===== config.mk =====
export PLATFORM = sky130hd
export DESIGN_NAME = eru_record
export DESIGN_NICKNAME = d
export VERILOG_FILES = /design/src/pkg/eru_pkg.sv /design/src/hdl/eru_record.sv /design/src/hdl/eru_ce_counter.sv /design/src/hdl/eru_action_sel.sv
export VERILOG_INCLUDE_DIRS = /design/src /design/src/pkg
export SDC_FILE = /design/constraint.sdc
export NUM_CORES = 1
export LEC_CHECK = 0
export BUFFER_PORTS_ARGS = -buffer_cell sky130_fd_sc_hd__buf_2
export CAP_MARGIN = 15
export CORE_ASPECT_RATIO = 0.6
export CORE_MARGIN = 3
export CORE_UTILIZATION = 45
export DETAILED_ROUTE_END_ITERATION = 7
export MAX_ROUTING_LAYER = met4
export PLACE_DENSITY = 0.78
export SLEW_MARGIN = 20
export SYNTH_ARGS = -nofsm -noshare
export SYNTH_HDL_FRONTEND = slang
export SYNTH_HIERARCHICAL = 1
export SYNTH_SLANG_ARGS = --single-unit

===== constraint.sdc =====
create_clock -name clk_sys -period 5.1 [get_ports clk_sys]
set_input_delay 0.765 -clock clk_sys [delete_from_list [all_inputs] [get_ports clk_sys]]
set_output_delay 0.765 -clock clk_sys [all_outputs]
set_load 0.005 [all_outputs]

===== src/pkg/eru_cfg.svh =====
// Constants for the error record update logic: priority ranks, field
// positions and fixed encodings. Included by eru_record, eru_action_sel and the bench.
// Assumes nothing of the includer; the defines use no types.
`ifndef ERU_CFG_SVH
`define ERU_CFG_SVH
// Sub-type encodings of the uncorrected states.
`define ERU_SUB_RESTART 2'h2
`define ERU_SUB_RECOVER 2'h3
`define ERU_SUB_UNRECOV 2'h1
`define ERU_SUB_UNCONT 2'h0
// Corrected field value used when a reporter gives zero.
`define ERU_CE_DEFAULT 2'h1
// Bit positions inside the software clear mask.
`define ERU_CLR_VALID 0
`define ERU_CLR_CE 1
`define ERU_CLR_POSTPONED 2
`define ERU_CLR_UNCORR 3
`define ERU_CLR_OVERFLOW 4
`define ERU_CLR_MISC 5
`define ERU_CLR_ADDR 6
`define ERU_CLR_W 7
// Priority ranks: empty record, then corrected upward.
`define ERU_RANK_NONE 3'h0
`define ERU_RANK_CE 3'h1
`define ERU_RANK_DE 3'h2
`endif


===== src/pkg/eru_pkg.sv =====
// Types shared by the error record update logic.
// Assumes nothing of its surroundings.
package eru_pkg;
   // Kind of a newly reported error, lowest priority first.
   typedef enum logic [2:0] {
      KIND_CE, KIND_DE, KIND_RESTART, KIND_RECOVER, KIND_UNRECOV, KIND_UNCONT
   } eru_kind_t;

   // Priority rank of a reported kind; the empty record ranks zero.
   function automatic logic [2:0] eruRank(input eru_kind_t k);
      eruRank = 3'(k) + 3'h1;
   endfunction
endpackage


===== src/hdl/eru_record.sv =====
// One standard error record with priority-based update on error reports.
// Reporters are logic on clk_sys; software reads and clears through
// plain strobes. A read snapshot guards clears against stale writes.
`timescale 1ns/1ns
`include "eru_cfg.svh"
module eru_record
   import eru_pkg::*;
#(
   parameter int NSRC = 2,
   parameter int CODE_W = 8,
   parameter int ADDR_W = 32,
   parameter int MISC_W = 32,
   parameter int TS_W = 32,
   parameter int CNT_W = 8,
   parameter bit HAS_CNT = 1'b1,
   parameter bit HAS_TS = 1'b1,
   parameter bit KEEP_MISC = 1'b1
) (
   input wire logic clk_sys,
   input wire logic rst,
   input wire logic [NSRC-1:0] errValid,
   input wire logic [NSRC-1:0][2:0] errKind,
   input wire logic [NSRC-1:0][1:0] errCeVal,
   input wire logic [NSRC-1:0][CODE_W-1:0] errPrimaryCode,
   input wire logic [NSRC-1:0][CODE_W-1:0] errImplCode,
   input wire logic [NSRC-1:0][CODE_W-1:0] errArchCode,
   input wire logic [NSRC-1:0] errPoisonSeen,
   input wire logic [NSRC-1:0] errHasAddr,
   input wire logic [NSRC-1:0][ADDR_W-1:0] errAddr,
   input wire logic [NSRC-1:0] errHasMisc,
   input wire logic [NSRC-1:0][MISC_W-1:0] errMisc,
   input wire logic [NSRC-1:0] errMiscUnrelated,
   input wire logic countedOverwriteOption,
   input wire logic swStatusRead,
   input wire logic swClear,
   input wire logic [`ERU_CLR_W-1:0] swClearMask,
   output logic statusValid_r,
   output logic [1:0] ceField_r,
   output logic postponedFlag_r,
   output logic uncorrectedFlag_r,
   output logic [1:0] uncorrectedSubtype_r,
   output logic overflowFlag_r,
   output logic [CODE_W-1:0] primaryCode_r,
   output logic poisonSeen_r,
   output logic [CODE_W-1:0] implFaultCode_r,
   output logic [CODE_W-1:0] archFaultCode_r,
   output logic addrValid_r,
   output logic [ADDR_W-1:0] addr_r,
   output logic miscValid_r,
   output logic [MISC_W-1:0] misc_r,
   output logic [TS_W-1:0] timestamp_r,
   output logic [CNT_W-1:0] ceCount_r,
   output logic clearIgnored_r
);

   // Selected report for this cycle.
   logic rec; // Some report is being recorded now.
   eru_kind_t selKind; // Kind of the winning report.
   int unsigned selIdx; // Index of the winning report.
   logic [2:0] bestRank; // Rank of the winning report so far.

   // Action decided for the selected report.
   logic [2:0] prevRank; // Rank of the stored state.
   logic ovw; // Overwrite the syndrome.
   logic setOf; // Action forces overflow to one.
   logic doCount; // Action counts the error.
   logic cntWrap; // Counting now wraps the counter.
   logic cntInc; // Counter increment strobe.

   // Software guard state.
   logic touched_r; // Record changed since the last status read.
   logic touched_nxt;
   logic clrTake; // A clear is accepted this cycle.
   logic clearIgnored_nxt;

   // Free-running time base for timestamps.
   logic [TS_W-1:0] tsBase_r;
   logic [TS_W-1:0] tsBase_nxt;

   // Next values of the record fields.
   logic statusValid_nxt;
   logic [1:0] ceField_nxt;
   logic postponedFlag_nxt;
   logic uncorrectedFlag_nxt;
   logic [1:0] uncorrectedSubtype_nxt;
   logic overflowFlag_nxt;
   logic [CODE_W-1:0] primaryCode_nxt;
   logic poisonSeen_nxt;
   logic [CODE_W-1:0] implFaultCode_nxt;
   logic [CODE_W-1:0] archFaultCode_nxt;
   logic addrValid_nxt;
   logic [ADDR_W-1:0] addr_nxt;
   logic miscValid_nxt;
   logic [MISC_W-1:0] misc_nxt;
   logic [TS_W-1:0] timestamp_nxt;
   logic [1:0] ceEff; // Nonzero corrected value for the winner.

   // Pick the single highest priority report among the reporters.
   // Lower ones in the same cycle are dropped and not counted; this
   // keeps one update per cycle and no queue of pending reports.
   always_comb begin
      rec = 1'b0;
      selIdx = 0;
      bestRank = `ERU_RANK_NONE;
      for (int i = 0; i < NSRC; i++) begin
         if (errValid[i] && eruRank(eru_kind_t'(errKind[i])) > bestRank) begin
            rec = 1'b1;
            selIdx = i;
            bestRank = eruRank(eru_kind_t'(errKind[i]));
         end
      end
      selKind = eru_kind_t'(errKind[selIdx]);
      ceEff = (errCeVal[selIdx] == 2'h0) ? `ERU_CE_DEFAULT : errCeVal[selIdx];
   end

   // Table decode lives in its own module so it can be reused per record.
   eru_action_sel #(
      .HAS_CNT(HAS_CNT)
   ) uAction (
      .prevValid(statusValid_r),
      .prevCe(ceField_r),
      .prevPostponed(postponedFlag_r),
      .prevUncorr(uncorrectedFlag_r),
      .prevSub(uncorrectedSubtype_r),
      .newKind(selKind),
      .ceoOpt(countedOverwriteOption),
      .ofNow(overflowFlag_r),
      .prevRank(prevRank),
      .overwrite(ovw),
      .setOf(setOf),
      .doCount(doCount)
   );

   assign cntInc = rec && doCount;

   // Corrected error counter; absent counters are never incremented.
   eru_ce_counter #(
      .CNT_W(CNT_W)
   ) uCount (
      .clk_sys(clk_sys),
      .rst(rst),
      .inc(cntInc),
      .count_r(ceCount_r),
      .wrapNext(cntWrap)
   );

   // Software clear guard. A report in the same cycle as a clear counts
   // as an update, so the recording wins over the clear.
   always_comb begin
      touched_nxt = touched_r;
      if (swStatusRead) begin
         touched_nxt = 1'b0;
      end
      if (rec) begin
         touched_nxt = 1'b1;
      end
      clrTake = swClear && !touched_r && !rec;
      clearIgnored_nxt = swClear && !clrTake;
      tsBase_nxt = tsBase_r + TS_W'(1);
   end

   // Record field update: first software clears, then the new report.
   always_comb begin
      statusValid_nxt = statusValid_r;
      ceField_nxt = ceField_r;
      postponedFlag_nxt = postponedFlag_r;
      uncorrectedFlag_nxt = uncorrectedFlag_r;
      uncorrectedSubtype_nxt = uncorrectedSubtype_r;
      overflowFlag_nxt = overflowFlag_r;
      primaryCode_nxt = primaryCode_r;
      poisonSeen_nxt = poisonSeen_r;
      implFaultCode_nxt = implFaultCode_r;
      archFaultCode_nxt = archFaultCode_r;
      addrValid_nxt = addrValid_r;
      addr_nxt = addr_r;
      miscValid_nxt = miscValid_r;
      misc_nxt = misc_r;
      timestamp_nxt = timestamp_r;
      if (clrTake) begin
         // Write-one-to-clear of the chosen status bits.
         if (swClearMask[`ERU_CLR_VALID]) statusValid_nxt = 1'b0;
         if (swClearMask[`ERU_CLR_CE]) ceField_nxt = 2'h0;
         if (swClearMask[`ERU_CLR_POSTPONED]) postponedFlag_nxt = 1'b0;
         if (swClearMask[`ERU_CLR_UNCORR]) uncorrectedFlag_nxt = 1'b0;
         if (swClearMask[`ERU_CLR_OVERFLOW]) overflowFlag_nxt = 1'b0;
         if (swClearMask[`ERU_CLR_MISC]) miscValid_nxt = 1'b0;
         if (swClearMask[`ERU_CLR_ADDR]) addrValid_nxt = 1'b0;
      end
      if (rec) begin
         if (setOf) begin
            overflowFlag_nxt = 1'b1;
         end
         if (cntInc && cntWrap) begin
            overflowFlag_nxt = 1'b1;
         end
         if (ovw) begin
            statusValid_nxt = 1'b1;
            case (selKind)
               KIND_CE: begin
                  ceField_nxt = ceEff;
                  postponedFlag_nxt = 1'b0;
                  uncorrectedFlag_nxt = 1'b0;
               end
               KIND_DE: begin
                  postponedFlag_nxt = 1'b1;
                  uncorrectedFlag_nxt = 1'b0;
               end
               default: begin
                  uncorrectedFlag_nxt = 1'b1;
               end
            endcase
            case (selKind)
               KIND_RESTART: uncorrectedSubtype_nxt = `ERU_SUB_RESTART;
               KIND_RECOVER: uncorrectedSubtype_nxt = `ERU_SUB_RECOVER;
               KIND_UNRECOV: uncorrectedSubtype_nxt = `ERU_SUB_UNRECOV;
               KIND_UNCONT: uncorrectedSubtype_nxt = `ERU_SUB_UNCONT;
               default: uncorrectedSubtype_nxt = uncorrectedSubtype_r;
            endcase
            primaryCode_nxt = errPrimaryCode[selIdx];
            implFaultCode_nxt = errImplCode[selIdx];
            archFaultCode_nxt = errArchCode[selIdx];
            poisonSeen_nxt = errPoisonSeen[selIdx] && (selKind != KIND_CE);
            addrValid_nxt = errHasAddr[selIdx];
            addr_nxt = errHasAddr[selIdx] ? errAddr[selIdx] : addr_r;
            if (HAS_TS) begin
               timestamp_nxt = tsBase_r;
            end
            if (errHasMisc[selIdx]) begin
               misc_nxt = errMisc[selIdx];
            end
            if (HAS_TS || errHasMisc[selIdx]) begin
               miscValid_nxt = 1'b1;
            end else if (!errMiscUnrelated[selIdx]) begin
               miscValid_nxt = 1'b0;
            end
         end else begin
            case (selKind)
               KIND_CE: ceField_nxt = ceEff;
               KIND_DE: postponedFlag_nxt = 1'b1;
               default: uncorrectedFlag_nxt = 1'b1;
            endcase
            if (KEEP_MISC && errHasMisc[selIdx]) begin
               misc_nxt = errMisc[selIdx];
               miscValid_nxt = 1'b1;
            end
         end
      end
   end

   // Register every record field except the count, and every guard bit.
   always_ff @(posedge clk_sys or posedge rst) begin
      if (rst) begin
         statusValid_r <= 1'b0;
         ceField_r <= 2'h0;
         postponedFlag_r <= 1'b0;
         uncorrectedFlag_r <= 1'b0;
         uncorrectedSubtype_r <= 2'h0;
         overflowFlag_r <= 1'b0;
         primaryCode_r <= '0;
         poisonSeen_r <= 1'b0;
         implFaultCode_r <= '0;
         archFaultCode_r <= '0;
         addrValid_r <= 1'b0;
         addr_r <= '0;
         miscValid_r <= 1'b0;
         misc_r <= '0;
         timestamp_r <= '0;
         touched_r <= 1'b0;
         clearIgnored_r <= 1'b0;
         tsBase_r <= '0;
      end else begin
         statusValid_r <= statusValid_nxt;
         ceField_r <= ceField_nxt;
         postponedFlag_r <= postponedFlag_nxt;
         uncorrectedFlag_r <= uncorrectedFlag_nxt;
         uncorrectedSubtype_r <= uncorrectedSubtype_nxt;
         overflowFlag_r <= overflowFlag_nxt;
         primaryCode_r <= primaryCode_nxt;
         poisonSeen_r <= poisonSeen_nxt;
         implFaultCode_r <= implFaultCode_nxt;
         archFaultCode_r <= archFaultCode_nxt;
         addrValid_r <= addrValid_nxt;
         addr_r <= addr_nxt;
         miscValid_r <= miscValid_nxt;
         misc_r <= misc_nxt;
         timestamp_r <= timestamp_nxt;
         touched_r <= touched_nxt;
         clearIgnored_r <= clearIgnored_nxt;
         tsBase_r <= tsBase_nxt;
      end
   end
endmodule


===== src/hdl/eru_ce_counter.sv =====
// Corrected error counter with unsigned wrap indication.
// Assumes a single increment strobe from logic on the same clock.
`timescale 1ns/1ns
module eru_ce_counter #(
   parameter int CNT_W = 8
) (
   input wire logic clk_sys,
   input wire logic rst,
   input wire logic inc,
   output logic [CNT_W-1:0] count_r,
   output logic wrapNext
);
   logic [CNT_W-1:0] count_nxt; // Next count value.

   // The next increment wraps when every bit is already one.
   assign wrapNext = &count_r;

   // Count one step per accepted increment; wrap is silent here.
   always_comb begin
      count_nxt = count_r;
      if (inc) begin
         count_nxt = count_r + CNT_W'(1);
      end
   end

   // Register the count.
   always_ff @(posedge clk_sys or posedge rst) begin
      if (rst) begin
         count_r <= '0;
      end else begin
         count_r <= count_nxt;
      end
   end
endmodule


===== src/hdl/eru_action_sel.sv =====
// Decides keep or overwrite, overflow and counting for one new error.
// Assumes the stored status fields are fed back from the record flops.
`timescale 1ns/1ns
module eru_action_sel
   import eru_pkg::*;
#(
   parameter bit HAS_CNT = 1'b1
) (
   input wire logic prevValid,
   input wire logic [1:0] prevCe,
   input wire logic prevPostponed,
   input wire logic prevUncorr,
   input wire logic [1:0] prevSub,
   input wire eru_kind_t newKind,
   input wire logic ceoOpt,
   input wire logic ofNow,
   output logic [2:0] prevRank,
   output logic overwrite,
   output logic setOf,
   output logic doCount
);
`include "eru_cfg.svh"

   // Decode the stored state and resolve the action table.
   always_comb begin
      prevRank = `ERU_RANK_NONE;
      if (prevValid) begin
         if (prevUncorr) begin
            case (prevSub)
               `ERU_SUB_RESTART: prevRank = eruRank(KIND_RESTART);
               `ERU_SUB_RECOVER: prevRank = eruRank(KIND_RECOVER);
               `ERU_SUB_UNRECOV: prevRank = eruRank(KIND_UNRECOV);
               default: prevRank = eruRank(KIND_UNCONT);
            endcase
         end else if (prevPostponed) begin
            prevRank = `ERU_RANK_DE;
         end else if (prevCe != 2'h0) begin
            prevRank = `ERU_RANK_CE;
         end
      end
      overwrite = 1'b1;
      setOf = 1'b0;
      doCount = 1'b0;
      if (prevRank == `ERU_RANK_NONE) begin
         doCount = HAS_CNT && (newKind == KIND_CE);
      end else if (newKind == KIND_CE) begin
         if (prevRank == `ERU_RANK_CE && HAS_CNT && ceoOpt) begin
            doCount = 1'b1;
            overwrite = !ofNow;
         end else begin
            overwrite = 1'b0;
            doCount = HAS_CNT;
            setOf = !HAS_CNT;
         end
      end else begin
         overwrite = eruRank(newKind) > prevRank;
         setOf = 1'b1;
      end
   end
endmodule


==> results of run 1 <==
sequential cells by signal (all words and copies together), names as in the netlist:
signal and count:
implFaultCode_r 8, postponedFlag_r 1, addrValid_r 1, miscValid_r 1, statusValid_r 1, uncorrectedFlag_r 1
poisonSeen_r 1, addr_r 32, overflowFlag_r 1, clearIgnored_r 1, primaryCode_r 8, uncorrectedSubtype_r 2
timestamp_r 32, ceField_r 2, archFaultCode_r 8, misc_r 32, uCount/count_r 8, touched_r 1
tsBase_r 32
layer usage:
layer	global-route usage [%]	vias to the layer above	part of all wire, %
li1	-	3037	-
met1	27.8	3138	44
met5	-	-	0
met4	4.98	0	1.6
met3	4.74	16	6.4
met2	35.3	234	48
worst max-delay path by stage:
stage / start / endpoint / depth (start not counted)
floorplan: errKind[0] / archFaultCode_r[0] / 26
global placement: errKind[0] / addr_r[6] / 23
detailed placement: errKind[0] / addr_r[13] / 23
CTS: errKind[0] / addr_r[8] / 23
global route: errKind[0] / addr_r[16] / 23
finish: errKind[0] / addr_r[8] / 23
cell type report:
| cell class | count | area share, % |
|---|---|---|
| inverter | 18 | 0.623 |
| timing repair buffer | 364 | 16.9 |
| clock buffer | 17 | 3.71 |
| clock inverter | 14 | 1.30 |
| sequential | 173 | 37.8 |
| tap | 260 | 2.84 |
| multi-input combinational | 439 | 36.9 |
cells in the final DEF (no fill, tap or decap), types with 8 or more instances in the layout:
cell / n
nand4_1: 8
mux2_2: 145
nand3_1: 22
mux2_4: 65
clkbuf_16: 17
nor2_1: 19
nor3_1: 9
buf_4: 14
xnor2_1: 22
o21ai_0: 15
nand2_1: 36
dfrtp_1: 173
xor2_1: 19
ha_1: 16
inv_1: 17
buf_2: 345
where the power goes:
part	total (mW)	switching, mW	internal [mW]
sequential	2.02	0.235	1.79
combinational	2.37	1.03	1.34
clock	1.27	0.621	0.654
through the flow:
| step | setup TNS [ns] | hold WS [ns] | util (%) |
|---|---|---|---|
| final | 0 | 0.321 | 61.6 |
| after global routing | 0 | 0.323 | 61.6 |
| after CTS | 0 | 0.312 | 61.5 |
| after detailed placement | 0 | 0.472 | 58.4 |
| after global placement | 0 | 0.457 | 58.4 |
| after floorplan | -1.80 | 0.438 | - |
==> run metrics, run 1 <==
die area=~21000 um2; Final Wtd Congestion=slightly below 0.9; Root Buffer Master=clkbuf_16; r2r endpoint=addr_r[8]; syn avg cell area=roughly 13 um2; CTS tree=done; WP buf/inv=4; Sequential cell area=~4300 um2; cell chain of the critical path=buf_2 -> ha_1 -> ha_1 -> nor2b_1 -> nand2_1 -> ha_1 -> nor2b_4 -> o31ai_4 -> buf_4 -> nor2_4 -> nand2_1 -> nand2_1 -> inv_1 -> ha_1 -> ha_1 -> nor2b_1 -> o21a_1 -> o21ai_0 -> nand2_1 -> nand3_1 -> mux2i_4 -> buf_12 -> mux2_2; Lkg Pwr=~5.9 nW; Worst Hold Class=input pin to asynchronous set/reset pin; Ports=between 300 and 400; initial antenna violation count=0; H-Tree Depth=4; # clock sinks=approximately 170; FILL cells=1493; die height=between 100 and 150 um; Final nets=about 1.2k; Tmin final=between 4 and 5 ns; Initial DRC Count=446; Slew headroom=between 50 and 60%; final-report max-slew violation count=0; pin count of the biggest net entering global routing=around 120; cell count after synthesis=between 600 and 700; Final Hold Viols=0; clk_skew=~0.011 ns; Crit path required time=between 5 and 6 ns; Netlist Area Pre-Place=between 8000 and 9000 um2; Final Instance Area=around 11000 um2; dpl ws=0.234 ns; Crit Path Max Fanout=33; syn nets=around 900; area grow syn2layout=30.2%; Max rail drop VDD=roughly 0.30 mV; CP Class=input pin to flop; total gr overflow=0; vias in the first global route=around 6.6k; Inst Count DP=approximately 1.3k; total CTS buffers=17; global-route wire length before repair=35.7 mm; Critical R2R Launch=uncorrectedSubtype_r[0]; Pwr per Cell Area=between 400 and 500 nW/um2; CP endpoint kind=flop; CP max stage delay=about 0.36 ns; later-pin clock latency in the skew report=0.41 ns; # diodes=0; Reg2Reg Depth=14; Setup Viol. Count Final=0; chip width=187 um; clock tree buffer depth=2; outcome=finished clean; post-cts gate resize count=0; total power=approximately 5.7 mW; PnR worst setup slack=about 0.67 ns; Max-Cap Viols=0; drt drc=0; 1st-pass router iterations=4; most frequent cell on the critical path=ha_1; Initial Util=a little under half; clock-pin slew on the worst setup and hold paths=roughly 0.070 ns; antenna-violating nets left=0; fin crit share=approximately 87%; Ys Warns=6; gr usage total=21.6%; drt total wl=22.5 mm; cts hold-fix bufs=0; DP Wirelength=roughly 17 mm; via/cell ratio=5.00; crit path DAT=4.72 ns; Non-Filler Instances=around 1.3k; input/output buffers=345; R2R setup slack=2.03 ns; Worst-Margin Slew=0.726 ns; CP delay by family, top=simple AND/OR/NAND/NOR gates; cell row count=38; RSZ-0062 raised after global routing=no; CP max-delay cell=mux2_2; critical path launch point type=input pin; placed cell areas=between 10000 and 15000 um2; Multi-input gate area=about 4200 um2; via count=around 6.4k; DR WL/cell=approximately 18 um; share of cells above drive strength 1=about three fifths; core area=18600 um2; fmax=between 200 and 250 MHz; setup bufs post-CTS=0
No activity file was read; power rests on OpenSTA's default activity.
==> run 2, diff against run 1 <==
==> constraint.sdc (replaced) <==
create_clock -name clk_sys -period 5.1 [get_ports clk_sys]
set_input_delay 0.51 -clock clk_sys [delete_from_list [all_inputs] [get_ports clk_sys]]
set_output_delay 0.51 -clock clk_sys [all_outputs]
set_load 0.005 [all_outputs]
==> run metrics, run 2 (synthesis gave the netlist of run 1 again) <==
via count=between 6k and 7k; Comb power frac=around two fifths; setup bufs post-CTS=0; clock-pin slew on the worst setup and hold paths=0.07 ns; # clock sinks=~170; die area=between 20000 and 25000 um2; Max rail drop VDD=around 0.27 mV; initial antenna violation count=3; total gr overflow=0; setup_tns=0 ns; CP delay by family, top=simple AND/OR/NAND/NOR gates; Initial DRC Count=between 200 and 300; FILL cells=between 1.5k and 2k; H-Tree Depth=4; clock tree buffer depth=2; gr usage total=between 20% and 30%; Slew headroom=about two fifths; Critical R2R Launch=uncorrectedSubtype_r[0]; Initial Util=between 40 and 50%; Setup Viol. Count Final=0; DR WL/cell=about 17 um; Pwr per Cell Area=505 nW/um2; Crit Path Max Fanout=33; later-pin clock latency in the skew report=approximately 0.42 ns; pin count of the biggest net entering global routing=73; Crit path required time=around 5.4 ns; Switching Fraction=a little under a third; input/output buffers=345; Root Buffer Master=clkbuf_16; vias in the first global route=approximately 6.6k; most frequent cell on the critical path=ha_1; Net Switching=1.85 mW; core area=18600 um2; Lkg Pwr=5.94 nW; RSZ-0062 raised after global routing=no; Util after Layout=61.7%; crit path DAT=around 4.7 ns; drt total wl=~22 mm; 1st-pass router iterations=4; Flop pwr share=a little over a third; Final Wtd Congestion=around 0.85; commonest cells after routing, fill and taps aside=buf_2, dfrtp_1, mux2_2; drt drc=0; CP max stage delay=about 0.36 ns; antenna-violating nets left=0; Final Instance Area=between 10000 and 15000 um2; cell row count=38; Inst Count DP=~1.3k; die height=between 100 and 150 um; Max-Cap Viols=0; r2r endpoint=addr_r[2]; share of cells above drive strength 1=between 60 and 70%; final-report max-slew violation count=0; Worst Hold Class=input pin to asynchronous set/reset pin; CP endpoint kind=flop; Non-Filler Instances=1286; cts hold-fix bufs=0; CP max-delay cell=mux2_2; most common cell after layout, fill and taps aside=buf_2; Reg2Reg Depth=14; critical path launch point type=input pin; post-cts gate resize count=0; placed cell areas=roughly 11000 um2; via/cell ratio=~5.0; outcome=finished clean; Tmin final=4.38 ns; chip width=between 150 and 200 um; fmax=~230 MHz; Final Hold Viols=0; cell chain of the critical path=buf_2 -> ha_1 -> ha_1 -> nor2b_1 -> nand2_1 -> ha_1 -> nor2b_4 -> o31ai_4 -> buf_4 -> nor2_4 -> nand2_1 -> nand2_1 -> inv_1 -> ha_1 -> ha_1 -> nor2b_1 -> o21a_1 -> o21ai_0 -> nand2_1 -> nand3_1 -> mux2i_4 -> buf_12 -> mux2_2; fin crit share=85.9%; CTS tree=done; total CTS buffers=17; global-route wire length before repair=between 30 and 40 mm; area grow syn2layout=30.4%; R2R setup slack=~2.0 ns; WP buf/inv=4; CP Class=input pin to flop; clk_skew=slightly above 0.01 ns; Pint=between 3 and 4 mW; DP Wirelength=17.1 mm; Clk pwr share=a little under a quarter; Ports=348; Final nets=approximately 1.2k; Worst-Margin Slew=between 0.8 and 0.9 ns
## run 2: cell count changes in the layout (fill, tap and decap cells not counted), sizes merged
cell      delta
clkinv       +2
clkbuf       +2
diode        +3
buf          -3
inv          -2
clkinvlp     -4
bufinv       +3
## run 2: per-stage QoR
stage                     setup WS, ns  total power, mW  hold WS, ns
after CTS                        0.749             5.87       0.0580
final                            0.717             5.80       0.0788
after global placement           0.420             4.40        0.461
after global routing             0.394             6.16       0.0935
after detailed placement         0.320             4.48        0.465
after floorplan                -0.0217             3.52        0.326
## run 2: routing by layer
| layer | up-vias | wire length, um | global-route usage, % |
|---|---|---|---|
| li1 | 3035 | - | - |
| met1 | 3142 | 9840 | 27.5 |
| met2 | 221 | 10800 | 34.3 |
| met3 | 17 | 1520 | 6.00 |
| met4 | 0 | 268 | 5.99 |
| met5 | - | 0 | - |
## run 2: how the worst max path moves through the flow
stage | cells after the start | slack, ns | endpoint | from
after floorplan | 27 | -0.02 | addr_r[10] | errKind[0]
after global placement | 23 | 0.42 | addr_r[10] | errKind[1]
after detailed placement | 23 | 0.32 | addr_r[20] | errKind[1]
after CTS | 23 | 0.75 | addr_r[2] | errKind[1]
after global routing | 23 | 0.39 | addr_r[2] | errKind[1]
final | 23 | 0.72 | addr_r[2] | errKind[1]
## run 2: power groups by stage
stage | Combinational, mW | Sequential [mW] | Clock (mW)
final | 2.41 | 2.02 | 1.36
after floorplan | 1.45 | 2.06 | 0
after global routing | 2.62 | 2.07 | 1.46
after global placement | 2.39 | 2.02 | 0
after CTS | 2.44 | 2.02 | 1.41
after detailed placement | 2.44 | 2.04 | 0
## run 2: area by class of cell
type	instances	area (um2)	area share, %
Sequential cell	173	4330	37.7
Multi-Input combinational cell	439	4220	36.8
Timing Repair Buffer	361	1900	16.5
Clock buffer	19	443	3.86
Tap cell	260	325	2.83
Clock inverter	13	180	1.57
Inverter	18	72.6	0.632
Antenna cell	3	7.51	0.0654
==> run 3, diff against run 2 <==
- ABC_AREA: unset -> 1
- CORE_UTILIZATION: 45 -> 44
- PLACE_DENSITY: 0.78 -> 0.77
- SETUP_SLACK_MARGIN: unset -> 0.15
==> run metrics, run 3 <==
Final Wtd Congestion=0.926; # clock sinks=173; Worst Setup SP=errKind[0]; share of cells above drive strength 1=about a third; most common cell after layout, fill and taps aside=nand2_1; Netlist Area Pre-Place=roughly 8600 um2; drt total wl=roughly 25 mm; setup_tns=0 ns; Worst Hold Class=input pin to asynchronous set/reset pin; DP Wirelength=around 19 mm; CP delay by family, top=buffers and inverters; Ports=between 300 and 400; Setup Viol. Count Final=0; core area=around 19000 um2; clk_skew=0.0147 ns; Setup crit end=misc_r[10]; clock tree buffer depth=2; final-report max-slew violation count=0; syn nets=roughly 1.3k; cts hold-fix bufs=0; r2r endpoint=uncorrectedSubtype_r[0]; fin crit share=a little over four fifths; DR WL/cell=approximately 15 um; Root Buffer Master=clkbuf_16; CP max stage delay=slightly below 0.8 ns; # diodes=0; cell count after synthesis=between 1k and 1.5k; Slew headroom=approximately 30%; Initial DRC Count=617; vias in the first global route=7919; Crit Path Max Fanout=99; total CTS buffers=17; Pwr per Cell Area=between 400 and 500 nW/um2; Lkg Pwr=between 6 and 7 nW; Crit path required time=around 5.4 ns; CP max-delay cell=a21oi_4; post-cts gate resize count=0; Initial Util=between 40 and 50%; cell chain of the critical path=buf_2 -> ha_1 -> ha_1 -> nor2_1 -> nand2_1 -> ha_1 -> a21oi_2 -> nand2_2 -> nand2_4 -> buf_4 -> nand2_1 -> a21oi_4 -> inv_2 -> nand2_1 -> nand2_1; fmax=233 MHz; total gr overflow=0; die area=around 21000 um2; cell row count=38; Worst Hold Slack=between 0.05 and 0.06 ns; crit path DAT=roughly 4.6 ns; syn avg cell area=roughly 8 um2; Tmin final=about 4.3 ns; 1st-pass router iterations=5; global-route wire length before repair=40.5 mm; later-pin clock latency in the skew report=approximately 0.42 ns; antenna-violating nets left=0; pin count of the biggest net entering global routing=between 100 and 150; most frequent cell on the critical path=nand2_1; critical path launch point type=input pin; via/cell ratio=4.89; gr usage total=approximately a quarter; outcome=finished clean; chip width=roughly 190 um; Reg2Reg Depth=15; drt drc=0; area grow syn2layout=28.8%; R2R setup slack=approximately 2.4 ns; Final nets=approximately 1.6k; Final Hold Viols=0; CP Class=input pin to flop; H-Tree Depth=4; Worst-Margin Slew=around 1.0 ns; Critical R2R Launch=uncorrectedSubtype_r[0]; Ys Warns=6; Max-Cap Viols=0; FILL cells=1736; critical path depth=15; RSZ-0062 raised after global routing=no; CP endpoint kind=flop; clock-pin slew on the worst setup and hold paths=~0.080 ns; CTS tree=done; commonest cells after routing, fill and taps aside=nand2_1, buf_2, dfrtp_1; setup bufs post-CTS=0; input/output buffers=about 350; Max rail drop VDD=approximately 0.26 mV; via count=a little over 8k; die height=roughly 110 um; WP buf/inv=3; total power=roughly 5.4 mW; initial antenna violation count=0
## run 3: changes by cell type in the layout (fill, tap and decap cells not counted), moves of 13 or more
cell | before | now
nor2_1 | 19 | 56
o211ai_1 | 0 | 32
or2_2 | 1 | 32
inv_1 | 17 | 65
a31oi_1 | 1 | 24
o21ai_0 | 15 | 32
xnor2_1 | 22 | 3
mux2_4 | 65 | 0
nand3_1 | 22 | 36
mux2_2 | 145 | 1
xor2_1 | 19 | 32
nand2_1 | 36 | 455
## run 3: worst min-delay path by stage
| stage | startpoint | endpoint |
|---|---|---|
| floorplan | rst | uCount/count_r[0] |
| global placement | addr_r[0] | addr_r[0] |
| detailed placement | misc_r[6] | misc_r[6] |
| CTS | rst | uCount/count_r[4] |
| global route | rst | uCount/count_r[5] |
| finish | rst | uCount/count_r[5] |
## run 3: final cells by class
type | instances | area, um2 | area share (%)
repair buffers | 352 | 1790 | 16.2
inverters | 73 | 278 | 2.51
well taps | 260 | 325 | 2.93
multi-input cells | 778 | 3750 | 33.9
clock inverters | 14 | 168 | 1.51
flip-flops and latches | 173 | 4330 | 39.1
clock buffers | 18 | 439 | 3.96
## run 3: per-layer routing
| layer | vias up | GRT usage (%) | part of all wire, % |
|---|---|---|---|
| met5 | - | - | 0 |
| met4 | 0 | 5.03 | 1.2 |
| met3 | 20 | 5.29 | 6.8 |
| met2 | 311 | 38.4 | 46 |
| met1 | 3775 | 32.7 | 46 |
| li1 | 4051 | - | - |
## run 3: worst reg2reg max path, delay by kind of cell (launching register included)
kind / cells / cell delay, ns
adders and majority gates: 2 / 0.52
buffers and inverters: 4 / 0.69
and+or+nand+nor: 8 / 0.82
AOI/OAI and AO/OA: 1 / 0.14
DFF: 1 / 0.40
## run 3: per-stage QoR
stage,util [%],cell area [um2],std cells,worst slack (ns)
finish,59.6,11100,1668,0.802
global route,59.6,11100,1668,0.398
floorplan,-,8610,1071,1.23
global placement,56.4,10500,1636,0.517
detailed placement,56.4,10500,1636,0.312
CTS,59.6,11100,1668,0.782
## run 3: power breakdown
group / internal (mW) / switching, mW
Clock: 0.716 / 0.616
Sequential: 1.77 / 0.229
Combinational: 0.768 / 1.26
Total: 3.25 / 2.11
